### config.mk
export PLATFORM = sky130hd
export DESIGN_NAME = spi_flash_ctrl
export DESIGN_NICKNAME = d
export VERILOG_FILES = /design/src/spi_flash_pkg.sv /design/src/pin_sync.sv /design/src/sync_fifo.sv /design/src/spi_flash_ctrl.sv
export VERILOG_INCLUDE_DIRS = /design/src
export SDC_FILE = /design/constraint.sdc
export NUM_CORES = 1
export LEC_CHECK = 0
export BUFFER_PORTS_ARGS = -buffer_cell sky130_fd_sc_hd__buf_2
export CAP_MARGIN = 10
export CORE_UTILIZATION = 29
export CTS_BUF_LIST = sky130_fd_sc_hd__clkbuf_4
export DETAILED_ROUTE_END_ITERATION = 6
export GPL_TIMING_DRIVEN = 1
export SYNTH_ARGS = -nofsm -noshare
export SYNTH_HDL_FRONTEND = slang
export SYNTH_SLANG_ARGS = --single-unit
### constraint.sdc
create_clock -name clock -period 5.2 [get_ports clock]
set_input_delay 0.26 -clock clock [delete_from_list [all_inputs] [get_ports clock]]
set_output_delay 0.26 -clock clock [all_outputs]
set_load 0.02 [all_outputs]
### src/spi_flash_params.svh
// Constants for the serial flash instruction decoder and status register
// ============================================================
`ifndef SPI_FLASH_PARAMS_SVH
`define SPI_FLASH_PARAMS_SVH
`define READ_ARRAY_CMD 8'h03
`define BYTE_PROGRAM_CMD 8'h02
`define AUTO_PROGRAM_CMD 8'hAF
`define SECTOR_ERASE_CMD 8'h20
`define BLOCK_ERASE_CMD 8'h52
`define FULL_ERASE_CMD 8'h60
`define STATUS_READ_CMD 8'h05
`define STATUS_WRITE_ENABLE_CMD 8'h50
`define STATUS_WRITE_CMD 8'h01
`define WRITE_ENABLE_CMD 8'h06
`define WRITE_DISABLE_CMD 8'h04
`define READ_ID_CMD 8'h90
`define READ_ID_ALT_CMD 8'hAB
`define ST_BUSY 0
`define ST_WRITE_LATCH 1
`define ST_PROTECT_LO 2
`define ST_PROTECT_HI 3
`define ST_AUTO_INC 6
`define ST_LOCK 7
`define PROTECT_RESET 2'h3
`define ADDR_W 18
`define TOP_ADDR 18'h3FFFF
`define QUARTER_BASE 18'h30000
`define HALF_BASE 18'h20000
`define FIFO_DEPTH 16
`define FIFO_W 28
`define KIND_PROG 2'h0
`define KIND_SECTOR 2'h1
`define KIND_BLOCK 2'h2
`define KIND_FULL 2'h3
`endif

### src/spi_flash_pkg.sv
// Types shared by the serial flash decoder
`default_nettype none
`include "spi_flash_params.svh"
package spi_flash_pkg;
  typedef enum logic [6:0] {
    ST_IDLE = 7'h01,
    ST_CMD = 7'h02,
    ST_ADDR = 7'h04,
    ST_DATA = 7'h08,
    ST_OUT = 7'h10,
    ST_DONE = 7'h20,
    ST_DROP = 7'h40
  } frame_state_e;
  typedef enum logic [1:0] {
    KIND_PROG = `KIND_PROG,
    KIND_SECTOR = `KIND_SECTOR,
    KIND_BLOCK = `KIND_BLOCK,
    KIND_FULL = `KIND_FULL
  } op_kind_e;
endpackage : spi_flash_pkg
`default_nettype wire

### src/pin_sync.sv
// Three-stage pin synchroniser with agreement filter
`timescale 1ns/100ps
`default_nettype none
module pin_sync #(
  parameter int W = 1,
  parameter logic [W-1:0] INIT = '0
) (
  input wire logic clock,
  input wire logic rst,
  input wire logic [W-1:0] pin,
  output logic [W-1:0] level
);
  logic [W-1:0] s1_q, s2_q, s3_q, level_q;
  always_ff @(posedge clock or posedge rst) begin
    if (rst) begin
      s1_q <= INIT;
      s2_q <= INIT;
      s3_q <= INIT;
      level_q <= INIT;
    end else begin
      s1_q <= pin;
      s2_q <= s1_q;
      s3_q <= s2_q;
      // A change counts only once stages two and three agree
      level_q <= (s2_q & s3_q) | (level_q & (s2_q ^ s3_q));
    end
  end
  assign level = level_q;
endmodule : pin_sync
`default_nettype wire

### src/sync_fifo.sv
// Flip-flop FIFO with a registered output stage
`timescale 1ns/100ps
`default_nettype none
module sync_fifo #(
  parameter int WIDTH = 28,
  parameter int DEPTH = 16
) (
  input wire logic clock,
  input wire logic rst,
  input wire logic in_valid,
  output logic in_ready,
  input wire logic [WIDTH-1:0] in_data,
  output logic out_valid,
  input wire logic out_ready,
  output logic [WIDTH-1:0] out_data,
  output logic empty
);
  localparam int AW = $clog2(DEPTH);
  logic [WIDTH-1:0] mem_q [DEPTH];
  logic [AW:0] wr_q, rd_q;
  logic out_valid_q;
  logic [WIDTH-1:0] out_data_q;
  logic mem_empty, full, push, pop;
  assign mem_empty = wr_q == rd_q;
  assign full = (wr_q[AW] != rd_q[AW]) && (wr_q[AW-1:0] == rd_q[AW-1:0]);
  assign push = in_valid && !full;
  assign pop = !mem_empty && (!out_valid_q || out_ready);
  always_ff @(posedge clock) begin
    if (push) begin
      mem_q[wr_q[AW-1:0]] <= in_data;
    end
  end
  always_ff @(posedge clock or posedge rst) begin
    if (rst) begin
      wr_q <= '0;
      rd_q <= '0;
    end else begin
      if (push) begin
        wr_q <= wr_q + 1'b1;
      end
      if (pop) begin
        rd_q <= rd_q + 1'b1;
      end
    end
  end
  // Output stage keeps the drain-side data straight from a flop
  always_ff @(posedge clock or posedge rst) begin
    if (rst) begin
      out_valid_q <= 1'b0;
      out_data_q <= '0;
    end else if (pop) begin
      out_valid_q <= 1'b1;
      out_data_q <= mem_q[rd_q[AW-1:0]];
    end else if (out_ready) begin
      out_valid_q <= 1'b0;
    end
  end
  assign in_ready = !full;
  assign out_valid = out_valid_q;
  assign out_data = out_data_q;
  assign empty = mem_empty && !out_valid_q;
endmodule : sync_fifo
`default_nettype wire

### src/spi_flash_ctrl.sv
// Serial flash instruction decoder, status register and write queue
`timescale 1ns/100ps
`default_nettype none
`include "spi_flash_params.svh"
module spi_flash_ctrl import spi_flash_pkg::*; #(
  parameter logic [7:0] MFR_ID = 8'h5A, // Arbitrary value
  parameter logic [7:0] DEV_ID = 8'hC3  // Arbitrary value
) (
  input wire logic clock,
  input wire logic rst,
  input wire logic cs_n,
  input wire logic sck,
  input wire logic si,
  input wire logic wp_n,
  output logic so,
  output logic so_oe,
  output logic [`ADDR_W-1:0] rd_addr,
  input wire logic [7:0] rd_data,
  output logic prog_valid,
  input wire logic prog_ready,
  output logic [1:0] prog_kind,
  output logic [`ADDR_W-1:0] prog_addr,
  output logic [7:0] prog_data,
  input wire logic array_busy
);
  // ============================================================
  // Pin sampling
  logic [3:0] pins_s;
  logic cs_s, sck_s, si_s, wp_s;
  logic cs_prev_q, sck_prev_q;
  logic sck_rise, sck_fall, cs_fall, cs_rise;

  pin_sync #(.W(4), .INIT(4'hB)) u_sync (
    .clock(clock),
    .rst(rst),
    .pin({wp_n, si, sck, cs_n}),
    .level(pins_s)
  );
  assign cs_s = pins_s[0];
  assign sck_s = pins_s[1];
  assign si_s = pins_s[2];
  assign wp_s = pins_s[3];

  always_ff @(posedge clock or posedge rst) begin
    if (rst) begin
      cs_prev_q <= 1'b1;
      sck_prev_q <= 1'b1;
    end else begin
      cs_prev_q <= cs_s;
      sck_prev_q <= sck_s;
    end
  end
  assign sck_rise = sck_s && !sck_prev_q;
  assign sck_fall = !sck_s && sck_prev_q;
  assign cs_fall = !cs_s && cs_prev_q;
  assign cs_rise = cs_s && !cs_prev_q;

  // ============================================================
  // Decode helpers
  function automatic frame_state_e after_opcode(input logic [7:0] op, input logic auto_on);
    case (op)
      `READ_ARRAY_CMD, `BYTE_PROGRAM_CMD, `SECTOR_ERASE_CMD, `BLOCK_ERASE_CMD,
      `READ_ID_CMD, `READ_ID_ALT_CMD: after_opcode = ST_ADDR;
      `AUTO_PROGRAM_CMD: after_opcode = auto_on ? ST_DATA : ST_ADDR;
      `STATUS_WRITE_CMD: after_opcode = ST_DATA;
      `STATUS_READ_CMD: after_opcode = ST_OUT;
      `FULL_ERASE_CMD, `WRITE_ENABLE_CMD, `WRITE_DISABLE_CMD,
      `STATUS_WRITE_ENABLE_CMD: after_opcode = ST_DONE;
      default: after_opcode = ST_DROP;
    endcase
  endfunction : after_opcode

  function automatic frame_state_e after_addr(input logic [7:0] op);
    case (op)
      `READ_ARRAY_CMD, `READ_ID_CMD, `READ_ID_ALT_CMD: after_addr = ST_OUT;
      `BYTE_PROGRAM_CMD, `AUTO_PROGRAM_CMD: after_addr = ST_DATA;
      default: after_addr = ST_DONE;
    endcase
  endfunction : after_addr

  function automatic logic in_protected(input logic [`ADDR_W-1:0] a, input logic [1:0] level);
    case (level)
      2'h1: in_protected = a >= `QUARTER_BASE;
      2'h2: in_protected = a >= `HALF_BASE;
      2'h3: in_protected = 1'b1;
      default: in_protected = 1'b0;
    endcase
  endfunction : in_protected

  // ============================================================
  // Instruction framing
  frame_state_e state_q;
  logic [2:0] bit_cnt_q;
  logic [1:0] byte_cnt_q;
  logic [7:0] shift_q, opcode_q, data_q;
  logic [23:0] addr_q;
  logic [7:0] rx_byte;
  logic in_byte;
  logic auto_increment_program_q;

  assign rx_byte = {shift_q[6:0], si_s};
  assign in_byte = (state_q == ST_CMD) || (state_q == ST_ADDR) || (state_q == ST_DATA);

  always_ff @(posedge clock or posedge rst) begin
    if (rst) begin
      state_q <= ST_IDLE;
      bit_cnt_q <= 3'h0;
      byte_cnt_q <= 2'h0;
      shift_q <= 8'h00;
      opcode_q <= 8'h00;
      addr_q <= 24'h000000;
      data_q <= 8'h00;
    end else if (cs_rise) begin
      state_q <= ST_IDLE;
    end else if (cs_fall) begin
      state_q <= ST_CMD;
      bit_cnt_q <= 3'h0;
      byte_cnt_q <= 2'h0;
    end else if (sck_rise && in_byte) begin
      shift_q <= rx_byte;
      bit_cnt_q <= bit_cnt_q + 3'h1;
      if (bit_cnt_q == 3'h7) begin
        case (state_q)
          ST_CMD: begin
            opcode_q <= rx_byte;
            state_q <= after_opcode(rx_byte, auto_increment_program_q);
          end
          ST_ADDR: begin
            addr_q <= {addr_q[15:0], rx_byte};
            byte_cnt_q <= byte_cnt_q + 2'h1;
            if (byte_cnt_q == 2'h2) begin
              state_q <= after_addr(opcode_q);
            end
          end
          ST_DATA: begin
            data_q <= rx_byte;
            state_q <= ST_DONE;
          end
          default: state_q <= state_q;
        endcase
      end
    end
  end

  // ============================================================
  // Status register and command execution
  logic write_latch_flag_q, protect_lock_flag_q, busy_q, arm_status_q;
  logic [1:0] protect_level_q;
  logic [`ADDR_W-1:0] auto_addr_q, target_addr;
  logic [7:0] status_byte;
  logic exec, write_op, accept, auto_last, pend_q;
  logic [1:0] pend_kind_q;
  logic [`ADDR_W-1:0] pend_addr_q;
  logic [7:0] pend_data_q;
  logic fifo_in_ready, fifo_empty;

  // Execution happens only at deselect of a complete instruction
  assign exec = cs_rise && (state_q == ST_DONE);
  assign write_op = (opcode_q == `BYTE_PROGRAM_CMD) || (opcode_q == `AUTO_PROGRAM_CMD) ||
                    (opcode_q == `SECTOR_ERASE_CMD) || (opcode_q == `BLOCK_ERASE_CMD) ||
                    (opcode_q == `FULL_ERASE_CMD);
  assign target_addr = ((opcode_q == `AUTO_PROGRAM_CMD) && auto_increment_program_q) ?
                       auto_addr_q : addr_q[`ADDR_W-1:0];
  assign accept = exec && write_op && write_latch_flag_q && !busy_q && !pend_q &&
                  ((opcode_q == `FULL_ERASE_CMD) ? (protect_level_q == 2'h0) :
                   !in_protected(target_addr, protect_level_q));
  // Auto-increment stops at the top or at the last address below the first protected one
  assign auto_last = (target_addr == `TOP_ADDR) ||
                     in_protected(target_addr + `ADDR_W'(1), protect_level_q);

  always_ff @(posedge clock or posedge rst) begin
    if (rst) begin
      write_latch_flag_q <= 1'b0;
    end else if (exec && (opcode_q == `WRITE_ENABLE_CMD)) begin
      write_latch_flag_q <= 1'b1;
    end else if (exec && (opcode_q == `WRITE_DISABLE_CMD)) begin
      write_latch_flag_q <= 1'b0;
    end else if (accept && ((opcode_q != `AUTO_PROGRAM_CMD) || auto_last)) begin
      write_latch_flag_q <= 1'b0;
    end
  end

  always_ff @(posedge clock or posedge rst) begin
    if (rst) begin
      auto_increment_program_q <= 1'b0;
      auto_addr_q <= '0;
    end else if ((exec && (opcode_q == `WRITE_DISABLE_CMD)) ||
                 (accept && (opcode_q != `AUTO_PROGRAM_CMD))) begin
      auto_increment_program_q <= 1'b0;
    end else if (accept && (opcode_q == `AUTO_PROGRAM_CMD)) begin
      auto_increment_program_q <= !auto_last;
      auto_addr_q <= target_addr + `ADDR_W'(1);
    end
  end

  // Any instruction after the arming one disarms it, aborted or not
  always_ff @(posedge clock or posedge rst) begin
    if (rst) begin
      arm_status_q <= 1'b0;
    end else if (cs_rise) begin
      arm_status_q <= exec && (opcode_q == `STATUS_WRITE_ENABLE_CMD);
    end
  end

  always_ff @(posedge clock or posedge rst) begin
    if (rst) begin
      protect_level_q <= `PROTECT_RESET;
      protect_lock_flag_q <= 1'b0;
    end else if (exec && (opcode_q == `STATUS_WRITE_CMD) && arm_status_q &&
                 (wp_s || !protect_lock_flag_q)) begin
      protect_level_q <= {data_q[`ST_PROTECT_HI], data_q[`ST_PROTECT_LO]};
      protect_lock_flag_q <= data_q[`ST_LOCK];
    end
  end

  always_ff @(posedge clock or posedge rst) begin
    if (rst) begin
      busy_q <= 1'b0;
    end else begin
      busy_q <= array_busy || pend_q || !fifo_empty;
    end
  end

  always_comb begin
    status_byte = 8'h00;
    status_byte[`ST_BUSY] = busy_q;
    status_byte[`ST_WRITE_LATCH] = write_latch_flag_q;
    status_byte[`ST_PROTECT_LO] = protect_level_q[0];
    status_byte[`ST_PROTECT_HI] = protect_level_q[1];
    status_byte[`ST_AUTO_INC] = auto_increment_program_q;
    status_byte[`ST_LOCK] = protect_lock_flag_q;
  end

  // ============================================================
  // Write queue toward the array; a full queue holds the request and reads as busy
  always_ff @(posedge clock or posedge rst) begin
    if (rst) begin
      pend_q <= 1'b0;
      pend_kind_q <= `KIND_PROG;
      pend_addr_q <= '0;
      pend_data_q <= 8'h00;
    end else if (accept) begin
      pend_q <= 1'b1;
      pend_addr_q <= target_addr;
      pend_data_q <= data_q;
      case (opcode_q)
        `SECTOR_ERASE_CMD: pend_kind_q <= `KIND_SECTOR;
        `BLOCK_ERASE_CMD: pend_kind_q <= `KIND_BLOCK;
        `FULL_ERASE_CMD: pend_kind_q <= `KIND_FULL;
        default: pend_kind_q <= `KIND_PROG;
      endcase
    end else if (pend_q && fifo_in_ready) begin
      pend_q <= 1'b0;
    end
  end

  sync_fifo #(.WIDTH(`FIFO_W), .DEPTH(`FIFO_DEPTH)) u_fifo (
    .clock(clock),
    .rst(rst),
    .in_valid(pend_q),
    .in_ready(fifo_in_ready),
    .in_data({pend_kind_q, pend_addr_q, pend_data_q}),
    .out_valid(prog_valid),
    .out_ready(prog_ready),
    .out_data({prog_kind, prog_addr, prog_data}),
    .empty(fifo_empty)
  );

  // ============================================================
  // Serial output
  logic out_prev_q, need_q, so_q, so_oe_q, load_now;
  logic [7:0] out_sh_q, src_byte;
  logic [2:0] out_cnt_q;
  logic [`ADDR_W-1:0] rd_addr_q;

  // Load waits one cycle so the read pointer has taken the new address
  assign load_now = (state_q == ST_OUT) && out_prev_q && need_q;
  always_comb begin
    if (opcode_q == `STATUS_READ_CMD) begin
      src_byte = status_byte;
    end else if (opcode_q == `READ_ARRAY_CMD) begin
      src_byte = rd_data;
    end else begin
      src_byte = addr_q[0] ? DEV_ID : MFR_ID;
    end
  end

  always_ff @(posedge clock or posedge rst) begin
    if (rst) begin
      out_prev_q <= 1'b0;
      need_q <= 1'b1;
      out_sh_q <= 8'h00;
      out_cnt_q <= 3'h0;
      so_q <= 1'b0;
      so_oe_q <= 1'b0;
    end else begin
      out_prev_q <= state_q == ST_OUT;
      if (state_q != ST_OUT) begin
        need_q <= 1'b1;
        out_cnt_q <= 3'h0;
        so_q <= 1'b0;
        so_oe_q <= 1'b0;
      end else if (load_now) begin
        out_sh_q <= src_byte;
        need_q <= 1'b0;
      end else if (sck_fall) begin
        so_q <= out_sh_q[7];
        so_oe_q <= 1'b1;
        out_sh_q <= {out_sh_q[6:0], 1'b0};
        out_cnt_q <= out_cnt_q + 3'h1;
        if (out_cnt_q == 3'h7) begin
          need_q <= 1'b1;
        end
      end
    end
  end

  always_ff @(posedge clock or posedge rst) begin
    if (rst) begin
      rd_addr_q <= '0;
    end else if (!out_prev_q) begin
      rd_addr_q <= addr_q[`ADDR_W-1:0];
    end else if (load_now && (opcode_q == `READ_ARRAY_CMD)) begin
      rd_addr_q <= rd_addr_q + `ADDR_W'(1);
    end
  end

  assign so = so_q;
  assign so_oe = so_oe_q;
  assign rd_addr = rd_addr_q;
endmodule : spi_flash_ctrl
`default_nettype wire

==> summary.md, run 1 <==
| Metric | Value |
|---|---|
| Count of cells along the worst hold path | `4` |
| Die Outline Area | `92700 um^2` |
| Critical Path Slowest Stage Cell | `sky130_fd_sc_hd__o22ai_1` |
| DRC Markers | `0` |
| Count of vias placed by the detailed router | `around 15000` |
| Maximum ir drop on the vdd rail | `0.000312 V` |
| Layout Area Growth over Synthesis | `15.9%` |
| Count of fill cells added during filler insertion | `between 8000 and 9000` |
| Class of the worst hold path | `in2reg` |
| Setup repair after global routing missed its margin | `false` |
| Final Setup Violations | `0` |
| Number of buffers created by CTS | `~160` |
| Maximum frequency from static timing analysis | `0.254 GHz` |
| Minimum setup slack among reg-to-reg paths | `1260 ps` |
| Final weighted congestion in routability-driven placement | `0.801` |
| Die Height | `just over 300 um` |
| Net total in the final layout | `1788` |
| Proportion of power drawn by flip-flops and latches | `49.3%` |
| Count of mapped cells out of synthesis | `1556` |
| Initial Utilization | `29.4%` |
| Worst path max stage delay | `670 ps` |
| Post-DR wirelength/cell | `20.3 um` |
| Number of antenna violations at the first check in global routing | `3` |
| Number of hold violations in the final report | `0` |
| Die width | `around 300 um` |
| Number of primary I/O pins | `65` |
| Cell at the root of the clock tree | `sky130_fd_sc_hd__clkbuf_4` |
| Capturing point of the worst reg2reg path | `auto_addr_q[12]` |
| CTS tree | `built` |
| Port-buffer cells | `64` |
| Sink count of the clock tree | `645` |
| Deepest level of the CTS H-tree | `4` |
| Count of flip-flops with a built-in enable after synthesis | `448` |
| DP Cell Count | `2743` |
| Worst endpoint data arrival time | `4750 ps` |
| Combinational power share | `a little under an eighth` |
| Syn Nets | `1591` |
| Pin count of the biggest net entering global routing | `69` |
| Global Route Usage Sum | `~14%` |
| Final critical-path share of the clock period | `75.7%` |
| Power Internal | `between 8 and 9 mW` |
| Run status | `completed` |
| Fraction of power consumed by the clock network | `38.7%` |
| 1st-iter DRT viols | `1187` |
| Post-layout min period | `3940 ps` |
| P per Cell Area | `376 nW/um^2` |
| Post-synth top flop | `sky130_fd_sc_hd__edfxtp_1` |
| # rows | `110` |
| Number of warnings printed during yosys synthesis | `0` |
| Min-Delay Endpoint | `out_sh_q[6]` |
| Count of maximum capacitance violations | `0` |
| Net switching power | `3.03 mW` |
| Area of the multi-input gates | `7760 um^2` |
| Peak fanout along the critical path | `14` |
| DR vias/cell | `4.88` |
| Synth Register Bits | `645` |
| Critical path buffers and inverters | `1` |
| Critical path start-end classification | `reg2reg` |
| Worst Setup Start Kind | `flip-flop` |
| Leading cell type in the layout, fill and taps excluded | `sky130_fd_sc_hd__edfxtp_1` |
| Least-Margin Pin Slew | `1130 ps` |
| Sw frac | `26.2%` |
| R2R depth | `11` |
| Final antenna-violating net count | `0` |
| Fraction of the yosys area taken by sequential cells | `69.4%` |
| Placed wire-length estimate after detailed placement | `36900 um` |
| Total grt overflow | `0` |
| Kind of cell with the highest combined delay on the critical path | `simple AND/OR/NAND/NOR gates` |
| Met3 wirelength from detailed routing | `4010 um` |
| Worst endpoint required time | `6010 ps` |
| CTS max path bufs | `3` |
| Commonest cells after routing, fill and taps aside | `448 x sky130_fd_sc_hd__edfxtp_1, 259 x sky130_fd_sc_hd__clkbuf_4, 176 x sky130_fd_sc_hd__dfrtp_1` |
| Cells traversed along the worst timing path | `and4b_1 > nand3_1 > mux2i_1 > inv_1 > ha_1 > nand4_1 > o22ai_1 > nand3_1 > xor2_1 > mux2i_1 > mux2_2` |
| Reg area | `between 15000 and 20000 um^2` |
| Startpoint of the lowest-slack hold path | `rd_data[6]` |
| Leakage component of the power | `9.67 nW` |
| Post-synthesis instance area | `26500 um^2` |
| Layout cells sized above 1 | `34.9%` |
| Quantity of gates resized following cts | `0` |
| R2R Path Start | `opcode_q[1]` |
| Layout Cells excl Fill | `3071` |
| Met1 Wirelength | `27800 um` |
| Fin. max-slew vios | `0` |
| Wire length after detailed routing | `62300 um` |
| Met2 WL | `29400 um` |
| Number of global-route vias before repair | `15500` |
| Post-synth ARST share | `30.5%` |
| Later-pin clock latency in the skew report | `between 900 and 1000 ps` |
| Sort of element at the end of the critical path | `flip-flop` |
| Area inside the core boundary | `90300 um^2` |
| Highest Signal Layer | `met4` |
| Number of optimization iterations in the first detailed-route pass | `6` |
| First-pass GRT wire length | `95500 um` |
| Max_slew headroom | `24.2%` |
| Worst Skew | `around 65 ps` |
| Number of stages on the worst setup path | `11` |
| Distinct cells, synth | `76` |
| Mean cell area of the mapped netlist | `17.1 um^2` |
| Clock transition time at the flip-flop clock pins of the worst setup and hold paths | `60 ps` |
| Setup TNS | `0 ps` |
==> Yosys cell counts (18+ instances only) <==
| cell type | count | area share (%) |
|---|---|---|
| sky130_fd_sc_hd__dfstp_2 | 18 | 1.8 |
| sky130_fd_sc_hd__mux2i_1 | 22 | 0.83 |
| sky130_fd_sc_hd__mux2_2 | 77 | 3.3 |
| sky130_fd_sc_hd__dfrtp_1 | 179 | 17 |
| sky130_fd_sc_hd__inv_1 | 26 | 0.37 |
| sky130_fd_sc_hd__a21oi_1 | 47 | 0.89 |
| sky130_fd_sc_hd__buf_2 | 18 | 0.34 |
| sky130_fd_sc_hd__nand3_1 | 37 | 0.70 |
| sky130_fd_sc_hd__nor3_1 | 18 | 0.34 |
| sky130_fd_sc_hd__nor2_1 | 61 | 0.86 |
| sky130_fd_sc_hd__ha_1 | 19 | 0.90 |
| sky130_fd_sc_hd__o21ai_0 | 58 | 1.1 |
| sky130_fd_sc_hd__nand2_1 | 106 | 1.5 |
| sky130_fd_sc_hd__mux4_2 | 140 | 12 |
| sky130_fd_sc_hd__clkbuf_1 | 54 | 0.76 |
| sky130_fd_sc_hd__edfxtp_1 | 448 | 51 |
==> power by group through the flow <==
stage / combinational, mW / sequential, mW / clock, mW
floorplan: 1.18 / 5.67 / 0
CTS: 1.42 / 5.70 / 4.63
detailed placement: 1.41 / 5.81 / 0
finish: 1.38 / 5.70 / 4.48
global placement: 1.40 / 5.81 / 0
global route: 1.50 / 5.72 / 4.90
==> worst max path at each step <==
stage	startpoint	end	slack [ps]
after global placement	opcode_q[1]	auto_addr_q[12]	1470
after CTS	opcode_q[1]	auto_addr_q[12]	1330
after floorplan	u_fifo.wr_q[2]	u_fifo.mem_q[3][0]	1380
final	opcode_q[1]	auto_addr_q[12]	1260
after global routing	opcode_q[1]	auto_addr_q[12]	1050
after detailed placement	opcode_q[1]	auto_addr_q[12]	1400
==> repair_timing <==
action	in CTS	in global routing
hold endpoints to repair	49	0
setup buffers	0	0
hold buffers	21	0
endpoints found under the setup margin	0	0
==> logic make-up after synthesis <==
kind of cell / Yosys count / synth area share, %
xor gates and xnor gates: 25 / 0.825
adders and majority gates: 19 / 0.896
muxes: 249 / 16.5
AOI/OAI and AO/OA: 189 / 4.62
DFF: 645 / 69.4
and+or+nand+nor: 315 / 5.86
buffers and inverters: 114 / 1.88
==> tightest hold or removal path, stage by stage <==
cell and delay [ps]:
sky130_fd_sc_hd__dlygate4sd3_1 510, sky130_fd_sc_hd__buf_2 90, sky130_fd_sc_hd__o22ai_1 70, sky130_fd_sc_hd__a21oi_1 110
==> routing by layer <==
layer  up-vias  global-route usage, %
met2       562                   21.1
li1       6659                      -
met3       100                   3.07
met1      7669                   18.5
met4         0                   5.16
met5         -                      0
==> metrics by stage <==
stage	setup WS, ps	utilization (%)	cell area [um^2]	hold slack, ps	total power [mW]
final	1260	34.1	30800	149	11.6
after global routing	1050	34.1	30800	69.4	12.1
after CTS	1330	34.0	30700	38.4	11.8
after detailed placement	1400	31.4	28300	347	7.22
after global placement	1470	31.4	28300	345	7.21
after floorplan	1380	-	26500	264	6.85
==> registers in the layout (all words and copies together), names as in the netlist, 7 cells and up <==
signal           cells
pend_addr_q         18
auto_addr_q         18
data_q               8
addr_q              18
out_sh_q             8
u_fifo.mem_q       448
pend_data_q          8
rd_addr             18
u_fifo.out_data     28
state_q              7
shift_q              7
opcode_q             8
==> layout make-up <==
cell class | instances | area share, %
multi-input combinational | 797 | 25.2
clock buffer | 259 | 6.32
tap | 1176 | 4.78
inverter | 27 | 0.342
sequential | 645 | 59.9
antenna | 10 | 0.0814
clock inverter | 38 | 0.810
timing repair buffer | 119 | 2.55
Power figures use the tool's default switching activity.
==> inputs of run 2 (changes only) <==
==> constraint.sdc (replaced) <==
create_clock -name clock -period 3.5 [get_ports clock]
set_input_delay 0.175 -clock clock [delete_from_list [all_inputs] [get_ports clock]]
set_output_delay 0.175 -clock clock [all_outputs]
set_load 0.02 [all_outputs]
==> run 2 against run 1 <==
Compared with the run above:
- utilization grew 0.26 points
- die area is the same
- sequential share of layout area is 0.45 points lower
- highest routed layer unchanged
- power increased by 50%
- design area grew 0.76%
- clock skew is 3.8 ps higher
- critical endpoint is now pend_addr_q[16]
- final cell count grew 0.26%
- count of clock-buffer cells in the layout grew 8
- global-route usage down 0.38 points
- hold slack improved by 11 ps
- clock power grew 53%
==> summary.md, run 2 (same netlist as run 1, synthesis figures left out) <==
| Metric | Value |
|---|---|
| Final critical-path share of the clock period | `92.0% (was 75.7%)` |
| CTS tree | `built (unchanged)` |
| Global Route Usage Sum | `13.2% (was 13.6%)` |
| Pin count of the biggest net entering global routing | `116 (was 69)` |
| Deepest level of the CTS H-tree | `4 (unchanged)` |
| Worst Setup Slack post-DPL | `287 ps (was 1400 ps)` |
| Sw frac | `26.0% (was 26.2%)` |
| Leading cell type in the layout, fill and taps excluded | `sky130_fd_sc_hd__edfxtp_1 (unchanged)` |
| DRC Markers | `0 (unchanged)` |
| Peak fanout along the critical path | `48 (was 14)` |
| Port-buffer cells | `64 (unchanged)` |
| Number of flip-flops under the largest register name | `448 (unchanged)` |
| Combinational power share | `12.6% (was 12.0%)` |
| Cell at the root of the clock tree | `sky130_fd_sc_hd__clkbuf_4 (unchanged)` |
| Die Outline Area | `92700 um^2 (unchanged)` |
| Net switching power | `4.51 mW (was 3.03 mW)` |
| Design Power | `17.4 mW (was 11.6 mW)` |
| Worst endpoint data arrival time | `4020 ps (was 4750 ps)` |
| # rows | `110 (unchanged)` |
| Layout cells sized above 1 | `35.3% (was 34.9%)` |
| Die width | `304 um (unchanged)` |
| Number of hold violations in the final report | `0 (unchanged)` |
| Maximum ir drop on the vdd rail | `0.000616 V (was 0.000312 V)` |
| Count of maximum capacitance violations | `0 (unchanged)` |
| Post-layout min period | `3220 ps (was 3940 ps)` |
| Max_slew headroom | `26.6% (was 24.2%)` |
| Commonest cells after routing, fill and taps aside | `448 x sky130_fd_sc_hd__edfxtp_1, 267 x sky130_fd_sc_hd__clkbuf_4, 176 x sky130_fd_sc_hd__dfrtp_1 (was 448 x sky130_fd_sc_hd__edfxtp_1, 259 x sky130_fd_sc_hd__clkbuf_4, 176 x sky130_fd_sc_hd__dfrtp_1)` |
| Layout Area Growth over Synthesis | `16.8% (was 15.9%)` |
| Die Height | `304 um (unchanged)` |
| 1st-iter DRT viols | `1204 (was 1187)` |
| Worst Skew | `68.6 ps (was 64.8 ps)` |
| Number of buffers created by CTS | `163 (unchanged)` |
| Sink count of the clock tree | `645 (unchanged)` |
| Highest Signal Layer | `met4 (unchanged)` |
| Fin. max-slew vios | `0 (unchanged)` |
| Final Setup Violations | `0 (unchanged)` |
| Proportion of power drawn by flip-flops and latches | `48.1% (was 49.3%)` |
| Clock transition time at the flip-flop clock pins of the worst setup and hold paths | `60 ps (about the same)` |
| Placed wire-length estimate after detailed placement | `34800 um (was 36900 um)` |
| Power Internal | `12.9 mW (was 8.53 mW)` |
| Run status | `completed (unchanged)` |
| Setup repair after global routing missed its margin | `false (unchanged)` |
| Quantity of gates resized following cts | `0 (unchanged)` |
| Maximum frequency from static timing analysis | `0.311 GHz (was 0.254 GHz)` |
| Count of vias placed by the detailed router | `14900 (was 15000)` |
| Number of primary I/O pins | `65 (unchanged)` |
| Fraction of power consumed by the clock network | `39.3% (was 38.7%)` |
| Worst endpoint required time | `4300 ps (was 6010 ps)` |
| Met1 Wirelength | `27400 um (was 27800 um)` |
| Total grt overflow | `0 (unchanged)` |
| Net total in the final layout | `1794 (was 1788)` |
| Leakage component of the power | `9.78 nW (was 9.67 nW)` |
| Met2 WL | `28500 um (was 29400 um)` |
| Sort of element at the end of the critical path | `flip-flop (unchanged)` |
| Final weighted congestion in routability-driven placement | `0.808 (was 0.801)` |
| Post-DR wirelength/cell | `19.6 um (was 20.3 um)` |
| Area inside the core boundary | `90300 um^2 (unchanged)` |
| Wire length after detailed routing | `60300 um (was 62300 um)` |
| First-pass GRT wire length | `93500 um (was 95500 um)` |
| Number of optimization iterations in the first detailed-route pass | `5 (was 6)` |
| P per Cell Area | `561 nW/um^2 (was 376 nW/um^2)` |
| Number of global-route vias before repair | `15700 (was 15500)` |
| Class of the worst hold path | `in2reg (unchanged)` |
| Later-pin clock latency in the skew report | `970 ps (was 990 ps)` |
| CTS max path bufs | `3 (unchanged)` |
| Count of fill cells added during filler insertion | `8706 (was 8633)` |
| Critical path start-end classification | `reg2reg (unchanged)` |
| Least-Margin Pin Slew | `1100 ps (was 1130 ps)` |
| Worst Setup Start Kind | `flip-flop (unchanged)` |
| Crit path setup slack, layout | `281 ps (was 1260 ps)` |
| DR vias/cell | `4.83 (was 4.88)` |
| Number of antenna violations at the first check in global routing | `2 (was 3)` |
| Initial Utilization | `29.4% (unchanged)` |
| Final antenna-violating net count | `0 (unchanged)` |
| Met3 wirelength from detailed routing | `3610 um (was 4010 um)` |
-- run 2: worst paths after layout --
| path | cells after the start | slack, ps | to | startpoint |
|---|---|---|---|---|
| min in group asynchronous | 4 | 440 | pend_data_q[1] | rst |
| max in group asynchronous | 5 | 2210 | auto_addr_q[13] | rst |
| hold reg to reg | 0 | 350 | u_sync.s2_q[0] | u_sync.s1_q[0] |
| hold / removal | 6 | 160 | out_sh_q[3] | rd_data[3] |
| setup / recovery | 7 | 280 | pend_addr_q[16] | opcode_q[1] |
| setup reg to reg | 7 | 280 | pend_addr_q[16] | opcode_q[1] |
-- run 2: cell type report --
type | count | area (um^2) | share of cell area, %
diodes | 6 | 15.0 | 0.0484
clock inverters | 36 | 290 | 0.937
repair buffers | 125 | 923 | 2.98
flip-flops and latches | 645 | 18400 | 59.4
clock buffers | 267 | 2000 | 6.47
well taps | 1176 | 1470 | 4.75
inverters | 27 | 105 | 0.339
multi-input cells | 797 | 7770 | 25.1
-- run 2: through the flow --
stage               util [%]  instances  hold slack (ps)  TNS, ps  area, um^2
floorplan                  -       1556              179   -24520       26500
global placement        31.5       2747              286        0       28400
detailed placement      31.5       2747              283        0       28400
CTS                     34.3       3073             59.3        0       31000
global route            34.3       3079             99.9        0       31000
finish                  34.3       3079              160        0       31000
-- run 2: power groups by stage --
stage          Sequential, mW  Combinational (mW)  Clock, mW
5_1_grt                  8.38                2.40       7.49
3_3_place_gp             8.52                2.21          0
6_report                 8.37                2.19       6.84
3_5_place_dp             8.53                2.23          0
2_1_floorplan            8.42                1.76          0
4_1_cts                  8.37                2.26       7.06
-- run 2: what timing repair did --
item,in CTS,in global routing
setup buffers,0,0
hold endpoints to repair,214,0
hold buffers,23,0
-- run 2: worst max-delay path, stage by stage, from the launching register on --
cell	delay [ps]
sky130_fd_sc_hd__dfrtp_1	510
sky130_fd_sc_hd__and4b_1	390
sky130_fd_sc_hd__and3_1	230
sky130_fd_sc_hd__buf_4	440
sky130_fd_sc_hd__a311oi_1	180
sky130_fd_sc_hd__o31ai_2	410
sky130_fd_sc_hd__o21bai_4	530
sky130_fd_sc_hd__mux2_4	350
-- run 2: routing by layer --
| layer | up-vias | track usage, % |
|---|---|---|
| met1 | 7664 | 18.2 |
| met5 | - | 0 |
| met3 | 67 | 3.07 |
| met2 | 450 | 20.4 |
| met4 | 0 | 4.57 |
| li1 | 6686 | - |
